## src/core/insn_decode_pkg.sv

```systemverilog
package insn_decode_pkg;

   // instruction formats, as reported on fmt_out
   typedef enum logic [2:0] {
      FMT_RR  = 3'h0,
      FMT_RX  = 3'h1,
      FMT_RS  = 3'h2,
      FMT_SI  = 3'h3,
      FMT_SS1 = 3'h4,
      FMT_SS2 = 3'h5
   } fmt_t;

   // fetch position; gray codes along first -> second -> third
   typedef enum logic [1:0] {
      ST_FIRST  = 2'h0,
      ST_SECOND = 2'h1,
      ST_THIRD  = 2'h3
   } fetch_state_t;

   localparam int HW_W   = 16;
   localparam int ADDR_W = 32;
   localparam int REG_W  = 32;
   localparam int NREGS  = 16;
   localparam int DISP_W = 12;
   localparam int LEN_W  = 9;
   localparam int CYC_W  = 10;

   // halfword counts
   localparam logic [1:0] ILEN_ONE   = 2'h1;
   localparam logic [1:0] ILEN_TWO   = 2'h2;
   localparam logic [1:0] ILEN_THREE = 2'h3;

   // field positions inside a halfword (instruction bit 0 is msb)
   localparam int OPC_HI  = 15;  // bits 0-7
   localparam int OPC_LO  = 8;
   localparam int FA_HI   = 7;   // bits 8-11, first halfword only
   localparam int FA_LO   = 4;
   localparam int FB_HI   = 3;   // bits 12-15
   localparam int FB_LO   = 0;
   localparam int BASE_HI = 15;  // base nibble of an address halfword
   localparam int BASE_LO = 12;
   localparam int DISP_HI = 11;
   localparam int DISP_LO = 0;

   // opcode classes: op[7:6], then op[3] or op[4] to split
   localparam logic [1:0] OPC_CLS_RR  = 2'h0;
   localparam logic [1:0] OPC_CLS_RX  = 2'h1;
   localparam logic [1:0] OPC_CLS_RSI = 2'h2;
   localparam int         OPC_SI_BIT = 3;
   localparam int         OPC_SS_BIT = 4;

   // execution cycle estimates
   localparam logic [CYC_W-1:0] CYC_RR      = 10'h001;
   localparam logic [CYC_W-1:0] CYC_TWO_HW  = 10'h002;
   localparam logic [CYC_W-1:0] CYC_SS_BASE = 10'h002;

   // encoded length field holds byte count minus one
   localparam logic [LEN_W-1:0] LEN_BIAS = 9'h001;

endpackage

```

## src/core/operand_addr_adder.sv

```systemverilog
`timescale 1ns/100ps
module operand_addr_adder (
   // operand parts
   input  wire logic [insn_decode_pkg::REG_W-1:0]  base_val_in,
   input  wire logic [insn_decode_pkg::REG_W-1:0]  index_val_in,
   input  wire logic [insn_decode_pkg::DISP_W-1:0] disp_in,
   // effective address, wraps modulo 2**ADDR_W
   output logic      [insn_decode_pkg::ADDR_W-1:0] addr_out
);
   logic [insn_decode_pkg::ADDR_W-1:0] disp_ext;

   assign disp_ext = {{(insn_decode_pkg::ADDR_W-insn_decode_pkg::DISP_W){1'b0}},
                      disp_in};
   assign addr_out = base_val_in + index_val_in + disp_ext;
endmodule

```

## src/core/instruction_format_decoder.sv

```systemverilog
`timescale 1ns/100ps
// Behaviour
// - register-register instructions are one halfword; the next starts right after.
// - register-indexed, multiregister-storage and immediate forms are two halfwords.
// - both storage-to-storage forms are three halfwords, all fetched before decode.
// - opcode is bits 0-7; rest of first halfword depends on format.
// - second halfword addresses operand 2 (RX, RS) or operand 1 (SI, SS).
// - third halfword is always operand 2 base (32-35) and displacement (36-47).
// - register-register takes operand 1 reg from 8-11, operand 2 from 12-15.
// - register-indexed takes index register number from bits 12-15.
// - multireg-storage takes first group reg 8-11, last group reg 12-15.
// - immediate format takes bits 8-15 as operand 2 immediate byte.
// - equal-length storage form takes one 8-bit length from bits 8-15.
// - unequal-length form takes operand 1 length 8-11, operand 2 12-15.
// - second-halfword address: base from bits 16-19, displacement from 20-31.
// - data flows from operand 2 to operand 1; result overwrites operand 1.
// - storage forms take cycles growing with length; register form fastest.
// - storage address equals base register contents plus displacement, plus index register contents in the register-indexed form.
// - equal-length storage operands are at most 256 bytes.
// - unequal-length storage operands are at most 16 bytes each.
module instruction_format_decoder (
   // clock and reset
   input  wire logic                                ref_clk_in,
   input  wire logic                                sys_rst_in,
   // halfword stream from fetch
   input  wire logic                                hw_valid_in,
   input  wire logic [insn_decode_pkg::HW_W-1:0]    hw_data_in,
   output logic                                     hw_ready_out,
   // general register write port
   input  wire logic                                gpr_wr_en_in,
   input  wire logic [3:0]                          gpr_wr_idx_in,
   input  wire logic [insn_decode_pkg::REG_W-1:0]   gpr_wr_data_in,
   // decoded instruction
   output logic                                     dec_valid_out,
   output logic [2:0]                               fmt_out,
   output logic [1:0]                               ilen_hw_out,
   output logic [7:0]                               opcode_out,
   output logic [3:0]                               first_operand_reg_field_out,
   output logic [3:0]                               second_operand_reg_field_out,
   output logic [3:0]                               group_last_reg_field_out,
   output logic [3:0]                               index_reg_field_out,
   output logic [7:0]                               immediate_byte_field_out,
   output logic [insn_decode_pkg::LEN_W-1:0]        first_operand_length_out,
   output logic [insn_decode_pkg::LEN_W-1:0]        second_operand_length_out,
   output logic [3:0]                               first_base_field_out,
   output logic [insn_decode_pkg::DISP_W-1:0]       first_displacement_out,
   output logic [3:0]                               second_base_field_out,
   output logic [insn_decode_pkg::DISP_W-1:0]       second_displacement_out,
   output logic [insn_decode_pkg::ADDR_W-1:0]       op1_addr_out,
   output logic [insn_decode_pkg::ADDR_W-1:0]       op2_addr_out,
   output logic [insn_decode_pkg::CYC_W-1:0]        exec_cycles_out,
   output logic                                     op1_is_dest_out
);
   localparam int W = insn_decode_pkg::HW_W;
   localparam int A = insn_decode_pkg::ADDR_W;
   localparam int L = insn_decode_pkg::LEN_W;
   localparam int C = insn_decode_pkg::CYC_W;
   localparam int R = insn_decode_pkg::REG_W;
   localparam int D = insn_decode_pkg::DISP_W;

   // format from opcode only; no later halfword is looked at
   function automatic insn_decode_pkg::fmt_t fmt_of(input logic [7:0] op);
      insn_decode_pkg::fmt_t f;
      f = insn_decode_pkg::FMT_RR;
      if (op[7:6] == insn_decode_pkg::OPC_CLS_RR)
         f = insn_decode_pkg::FMT_RR;
      else if (op[7:6] == insn_decode_pkg::OPC_CLS_RX)
         f = insn_decode_pkg::FMT_RX;
      else if (op[7:6] == insn_decode_pkg::OPC_CLS_RSI)
         f = op[insn_decode_pkg::OPC_SI_BIT] ? insn_decode_pkg::FMT_SI
                                             : insn_decode_pkg::FMT_RS;
      else
         f = op[insn_decode_pkg::OPC_SS_BIT] ? insn_decode_pkg::FMT_SS2
                                             : insn_decode_pkg::FMT_SS1;
      return f;
   endfunction

   function automatic logic [1:0] ilen_of(input insn_decode_pkg::fmt_t f);
      logic [1:0] n;
      n = insn_decode_pkg::ILEN_TWO;
      if (f == insn_decode_pkg::FMT_RR)
         n = insn_decode_pkg::ILEN_ONE;
      else if (f == insn_decode_pkg::FMT_SS1 || f == insn_decode_pkg::FMT_SS2)
         n = insn_decode_pkg::ILEN_THREE;
      return n;
   endfunction

   // general registers for address formation
   logic [R-1:0] gpr_q [insn_decode_pkg::NREGS];

   insn_decode_pkg::fetch_state_t state_q, state_d;
   logic [W-1:0] hw1_q;
   logic [W-1:0] hw2_q;

   logic                  take;
   logic [W-1:0]          cur1;
   logic [W-1:0]          cur2;
   logic [7:0]            opc;
   insn_decode_pkg::fmt_t fmt;
   logic [1:0]            ilen;
   logic                  last_hw;
   logic                  is_rr, is_rx, is_rs, is_si, is_ss1, is_ss2, is_ss;
   logic [3:0]            nib_a, nib_b;
   logic [3:0]            b_second, b_third;
   logic [D-1:0]          d_second, d_third;
   logic [L-1:0]          len1, len2;
   logic [C-1:0]          cycles;
   logic [A-1:0]          addr_second, addr_third;
   logic [R-1:0]          idx_val;

   assign take    = hw_valid_in & hw_ready_out;
   assign cur1    = (state_q == insn_decode_pkg::ST_FIRST) ? hw_data_in : hw1_q;
   assign cur2    = (state_q == insn_decode_pkg::ST_SECOND) ? hw_data_in : hw2_q;
   assign opc     = cur1[insn_decode_pkg::OPC_HI:insn_decode_pkg::OPC_LO];
   assign fmt     = fmt_of(opc);
   assign ilen    = ilen_of(fmt);
   assign is_rr   = fmt == insn_decode_pkg::FMT_RR;
   assign is_rx   = fmt == insn_decode_pkg::FMT_RX;
   assign is_rs   = fmt == insn_decode_pkg::FMT_RS;
   assign is_si   = fmt == insn_decode_pkg::FMT_SI;
   assign is_ss1  = fmt == insn_decode_pkg::FMT_SS1;
   assign is_ss2  = fmt == insn_decode_pkg::FMT_SS2;
   assign is_ss   = is_ss1 | is_ss2;

   // the instruction completes on the halfword that matches its length
   assign last_hw = take & (
      (state_q == insn_decode_pkg::ST_FIRST  && ilen == insn_decode_pkg::ILEN_ONE) ||
      (state_q == insn_decode_pkg::ST_SECOND && ilen == insn_decode_pkg::ILEN_TWO) ||
      (state_q == insn_decode_pkg::ST_THIRD));

   assign nib_a    = cur1[insn_decode_pkg::FA_HI:insn_decode_pkg::FA_LO];
   assign nib_b    = cur1[insn_decode_pkg::FB_HI:insn_decode_pkg::FB_LO];
   assign b_second = cur2[insn_decode_pkg::BASE_HI:insn_decode_pkg::BASE_LO];
   assign d_second = cur2[insn_decode_pkg::DISP_HI:insn_decode_pkg::DISP_LO];
   assign b_third  = hw_data_in[insn_decode_pkg::BASE_HI:insn_decode_pkg::BASE_LO];
   assign d_third  = hw_data_in[insn_decode_pkg::DISP_HI:insn_decode_pkg::DISP_LO];

   // byte counts: 8-bit field gives up to 256, nibbles up to 16
   assign len1 = is_ss1 ? {1'b0, cur1[7:0]} + insn_decode_pkg::LEN_BIAS
               : is_ss2 ? {5'h00, nib_a} + insn_decode_pkg::LEN_BIAS
               : {L{1'b0}};
   assign len2 = is_ss1 ? len1
               : is_ss2 ? {5'h00, nib_b} + insn_decode_pkg::LEN_BIAS
               : {L{1'b0}};

   // cost grows with bytes moved; register form is the cheapest
   assign cycles = is_rr ? insn_decode_pkg::CYC_RR
                 : is_ss ? insn_decode_pkg::CYC_SS_BASE
                           + {1'b0, len1} + (is_ss2 ? {1'b0, len2} : {C{1'b0}})
                 : insn_decode_pkg::CYC_TWO_HW;

   // index only applies to the register-indexed form
   assign idx_val = is_rx ? gpr_q[nib_b] : {R{1'b0}};

   operand_addr_adder u_addr_second (
      .base_val_in  (gpr_q[b_second]),
      .index_val_in (idx_val),
      .disp_in      (d_second),
      .addr_out     (addr_second)
   );

   operand_addr_adder u_addr_third (
      .base_val_in  (gpr_q[b_third]),
      .index_val_in ({R{1'b0}}),
      .disp_in      (d_third),
      .addr_out     (addr_third)
   );

   always_comb begin
      state_d = state_q;
      if (last_hw)
         state_d = insn_decode_pkg::ST_FIRST;
      else if (take && state_q == insn_decode_pkg::ST_FIRST)
         state_d = insn_decode_pkg::ST_SECOND;
      else if (take && state_q == insn_decode_pkg::ST_SECOND)
         state_d = insn_decode_pkg::ST_THIRD;
   end

   // register contents are read before a same-cycle write lands
   always_ff @(posedge ref_clk_in) begin
      if (gpr_wr_en_in)
         gpr_q[gpr_wr_idx_in] <= gpr_wr_data_in;
   end

   always_ff @(posedge ref_clk_in or posedge sys_rst_in) begin
      if (sys_rst_in) begin
         state_q      <= insn_decode_pkg::ST_FIRST;
         hw1_q        <= '0;
         hw2_q        <= '0;
         hw_ready_out <= 1'b0;
      end else begin
         state_q      <= state_d;
         hw_ready_out <= 1'b1;
         if (take && state_q == insn_decode_pkg::ST_FIRST)
            hw1_q <= hw_data_in;
         if (take && state_q == insn_decode_pkg::ST_SECOND)
            hw2_q <= hw_data_in;
      end
   end

   always_ff @(posedge ref_clk_in or posedge sys_rst_in) begin
      if (sys_rst_in) begin
         dec_valid_out <= 1'b0;
      end else begin
         dec_valid_out <= last_hw;
      end
   end

   // fields hold until the next instruction completes
   always_ff @(posedge ref_clk_in or posedge sys_rst_in) begin
      if (sys_rst_in) begin
         fmt_out                      <= '0;
         ilen_hw_out                  <= '0;
         opcode_out                   <= '0;
         first_operand_reg_field_out  <= '0;
         second_operand_reg_field_out <= '0;
         group_last_reg_field_out     <= '0;
         index_reg_field_out          <= '0;
         immediate_byte_field_out     <= '0;
         first_operand_length_out     <= '0;
         second_operand_length_out    <= '0;
         first_base_field_out         <= '0;
         first_displacement_out       <= '0;
         second_base_field_out        <= '0;
         second_displacement_out      <= '0;
         op1_addr_out                 <= '0;
         op2_addr_out                 <= '0;
         exec_cycles_out              <= '0;
         op1_is_dest_out              <= 1'b0;
      end else if (last_hw) begin
         fmt_out                      <= fmt;
         ilen_hw_out                  <= ilen;
         opcode_out                   <= opc;
         first_operand_reg_field_out  <= (is_rr | is_rx | is_rs) ? nib_a : 4'h0;
         second_operand_reg_field_out <= is_rr ? nib_b : 4'h0;
         group_last_reg_field_out     <= is_rs ? nib_b : 4'h0;
         index_reg_field_out          <= is_rx ? nib_b : 4'h0;
         immediate_byte_field_out     <= is_si ? cur1[7:0] : 8'h00;
         first_operand_length_out     <= len1;
         second_operand_length_out    <= len2;
         first_base_field_out         <= (is_si | is_ss) ? b_second : 4'h0;
         first_displacement_out       <= (is_si | is_ss) ? d_second : '0;
         second_base_field_out        <= (is_rx | is_rs) ? b_second
                                       : is_ss ? b_third : 4'h0;
         second_displacement_out      <= (is_rx | is_rs) ? d_second
                                       : is_ss ? d_third : '0;
         op1_addr_out                 <= (is_si | is_ss) ? addr_second : '0;
         op2_addr_out                 <= (is_rx | is_rs) ? addr_second
                                       : is_ss ? addr_third : '0;
         exec_cycles_out              <= cycles;
         op1_is_dest_out              <= 1'b1;
      end
   end
endmodule

```

## config.mk

```make
export PLATFORM = sky130hd
export DESIGN_NAME = instruction_format_decoder
export DESIGN_NICKNAME = d
export VERILOG_FILES = /design/src/core/insn_decode_pkg.sv /design/src/core/operand_addr_adder.sv /design/src/core/instruction_format_decoder.sv
export SDC_FILE = /design/constraint.sdc
export NUM_CORES = 2
export LEC_CHECK = 0
export ABC_CLOCK_PERIOD_IN_PS = 8200
export BUFFER_PORTS_ARGS = -buffer_cell sky130_fd_sc_hd__buf_4
export CELL_PAD_IN_SITES_DETAIL_PLACEMENT = 0
export CELL_PAD_IN_SITES_GLOBAL_PLACEMENT = 1
export CORE_ASPECT_RATIO = 1.5
export CORE_UTILIZATION = 51
export CTS_BUF_LIST = sky130_fd_sc_hd__clkbuf_4 sky130_fd_sc_hd__clkbuf_8
export CTS_CLUSTER_DIAMETER = 80
export CTS_CLUSTER_SIZE = 12
export DETAILED_ROUTE_END_ITERATION = 10
export HOLD_SLACK_MARGIN = 0.06
export PLACE_DENSITY = 0.84
export SETUP_SLACK_MARGIN = 0.15
export SKIP_CTS_REPAIR_TIMING = 1
export SLEW_MARGIN = 20
export SYNTH_ARGS = -nofsm -noshare
export SYNTH_HDL_FRONTEND = slang
export SYNTH_SLANG_ARGS = --single-unit
```

## constraint.sdc

```tcl
create_clock -name ref_clk_in -period 8.2 [get_ports ref_clk_in]
set_input_delay 0.41 -clock ref_clk_in [delete_from_list [all_inputs] [get_ports ref_clk_in]]
set_output_delay 0.41 -clock ref_clk_in [all_outputs]
set_load 0.01 [all_outputs]
```

==> results by group <==
Layout
  – Synth-to-Final Area Change: 10.10%
  – Design Area, Final: roughly 45000 sq um
  – Final cell count without fillers: ~5100
  – Nets@finish: roughly 4200
  – Share of post-route cells with drive strength above 1: 0.1552

Die
  – Ports: 220
  – Die area: 80790 sq um
  – Chip height: 347.6 um
  – Starting Density: 0.5152
  – Num rows: 126
  – Core region area: 78830 sq um
  – Die Wd: 232.4 um

Critical path
  – Worst EP arrival: around 7.5 ns
  – Worst R2R Path Depth: 21
  – CP startpoint: state_q[0]$_DFFE_PP0P_
  – Max FO, Critical Path: ~160
  – Crit. End Element: register
  – Worst reg2reg path endpoint: op2_addr_out[31]$_DFFE_PP0P_
  – Worst path required time: 8.81 ns
  – Reg-to-reg slack, setup: ~1.3 ns
  – Crit Path Class: reg2reg
  – Type of origin of the critical path: register
  – FF-to-FF Start: state_q[0]$_DFFE_PP0P_

CTS
  – Clock latency on the worst-skew pair: 0.73 ns
  – CTS tree: built
  – H-tree lvl count: 3
  – Maximum root-to-sink buffer count: 3
  – CTS Buf Count: 69
  – Root Buffer: clkbuf_8
  – Sink Count: 710
  – Clock-pin transition on the worst setup and hold timing paths: 0.10 ns

Power
  – Worst vdd ir: about 450 uV
  – Leakage: 17.42 nW
  – Total power: 19.39 mW
  – Power density cells: between 400 and 500 nW/um^2

Synth
  – Yosys Warn Count: 0
  – Synth Area per Inst: slightly above 10 sq um
  – Netlist cell types: 91
  – Post-synth top cells: nand2_1, edfxtp_1, nand3_1
  – Mapped Cells: 3923
  – Top_reg_cell synth: edfxtp_1
  – Seq/Total Area, Yosys: 0.5006
  – Cell taking the most area after synthesis: edfxtp_1
  – Yosys top cell area share: 0.3786
  – Leading post-synthesis cells by cell area: edfxtp_1, dfrtp_1, nand2_1
  – Async SR Flop Fraction: 0.2789
  – Most common cell in the netlist: nand2_1
  – Syn Std Cell Area: 40610 sq um
  – EDFF count, synth: 512
  – Seq cells post-synth: 710

STA
  – Final hold violations: 0
  – Fin Clk Skew: ~0.044 ns
  – Setup TNS: 0 ns
  – Fin crit period: between 6 and 7 ns
  – Final Max Tran Viols: 0
  – Fmax: 145.1 MHz
  – Worst-Margin Slew: 1.220 ns
  – RSZ-0062 raised after global routing: false
  – WHS: 0.05553 ns
  – Final setup fails: 0
  – Normalized max-slew margin: 0.1860
  – Final worst-path cycle share: 0.8407

Min path
  – Worst hold-check path type: in2reg
  – Hold Startpoint: hw_valid_in
  – WHS Endpoint: state_q[1]$_DFFE_PP0P_
  – Hold Path Stages: 3

Route
  – Routed WL: 144.4 mm
  – WL/cell: 28.41 um
  – Routed via count: 33740
  – # DRC: 0
  – Vias per cell: 6.636
  – First drt pass iteration count: 8
  – Post-route ant nets: 0
  – DRT iter0 DRCs: 3978

Place
  – DP HPWL: 90.05 mm
  – Inst Count DP: 4945
  – I/O Buffers: 219
  – Placed Area: 43130 sq um
  – GP Congestion: a little over 0.9

Global routing
  – Largest net degree at the start of global routing: about 170
  – Grt ovf: 0
  – Number of global-route vias before repair: 32560
  – GRT Util Overall: 0.3563
  – First-pass GRT wire length: 211.8 mm
  – Initial antenna violation count: 6

Status
  – Status: finished clean

Flow run
  – Max cap viols: 0
==> power breakdown <==
group / leakage [nW] / switching [mW] / internal, mW
combinational: 9.66 / 8.51 / 4.16
sequential: 7.16 / 0.318 / 4.31
clock: 0.595 / 1.23 / 0.868
total: 17.4 / 10.1 / 9.34
==> through the flow <==
step                setup slack, ns  utilization
floorplan                     2.393            -
global placement              1.558       0.5471
detailed placement            1.516       0.5471
CTS                           1.481       0.5613
global route                 0.9714       0.5672
finish                        1.306       0.5673
==> cells by family (layout without fill, tap and decap cells) <==
group,after synthesis,count (layout),synth area share
AO/OA/AOI/OAI,550,550,0.1002
multiplexers,237,237,0.1068
flip-flops,710,710,0.5006
adder cells (fa/ha/maj),99,99,0.03327
AND/OR/NAND/NOR,1903,1903,0.2051
buffers and inverters,350,478,0.03836
other,2,11,0.0001849
XOR/XNOR,72,72,0.01553
==> how the worst max path moves through the flow <==
stage / endpoint / slack, ns
6_report: op2_addr_out[31]$_DFFE_PP0P_ / 1.31
5_1_grt: op2_addr_out[31]$_DFFE_PP0P_ / 0.97
3_3_place_gp: op2_addr_out[31]$_DFFE_PP0P_ / 1.56
2_1_floorplan: dec_valid_out$_DFF_PP0_ / 2.39
4_1_cts: op2_addr_out[31]$_DFFE_PP0P_ / 1.48
3_5_place_dp: op2_addr_out[31]$_DFFE_PP0P_ / 1.52
==> per-layer routing <==
metal  vias to the layer above  global-route usage  routed length [um]
met2                      2098              0.5708               68230
met1                     16530              0.4337               51110
met5                         -                   0                  20
met4                         4              0.2246               10020
li1                      14620                   -                   -
met3                       490             0.07995               15050
==> state kept, by name, indices dropped and copies added, names as in the netlist, 8 cells and up <==
signal / count
hw1_q: 16
op2_addr_out: 32
second_displacement_out: 12
first_operand_length_out: 9
second_operand_length_out: 9
hw2_q: 16
gpr_q: 512
first_displacement_out: 12
exec_cycles_out: 10
opcode_out: 8
op1_addr_out: 32
immediate_byte_field_out: 8
==> cell type report <==
type                       instances  area (sq um)
timing repair buffer             344          2786
clock inverter                     1         11.26
antenna                            6         15.01
clock buffer                      87          1110
inverter                          46         190.2
multi-input combinational       2866         18990
sequential                       710         20330
fill                            6731         34110
tap                             1024          1281
==> critical path, cell delays in order, from the launching register on <==
cell and delay (ns):
dfrtp_1 0.52, nor2_4 0.55, mux2i_4 0.21, inv_8 0.74
buf_4 0.61, nand2_1 0.09, and3_1 0.19, a311oi_1 0.27
a311oi_1 0.10, nor3b_1 0.26, ha_1 0.33, ha_1 0.40
nand4_1 0.24, nor4b_1 0.35, a21oi_1 0.17, a31oi_1 0.25
buf_4 0.18, o21ai_1 0.06, a21boi_0 0.37, a41oi_1 0.23
xnor2_1 0.20, a221o_1 0.33
==> cells in the final DEF, fill, tap and decap left out, types with 21 or more instances in the layout <==
cell and n:
and3_1 100, nor3b_1 32, nand3_1 396, a21oi_1 63, o21ai_1 36, dfrtp_1 198
o21ai_0 45, nor2_1 109, buf_4 290, xnor2_1 51, a311oi_1 185, ha_1 83
mux4_2 139, a22oi_1 26, mux2_2 38, clkbuf_8 74, dlygate4sd3_1 45, nand2_1 1157
edfxtp_1 512, inv_1 42, a22o_1 29, xor2_1 21, a31oi_1 39, mux2i_1 39
a221oi_1 24
(Power assumes the default switching activity.)
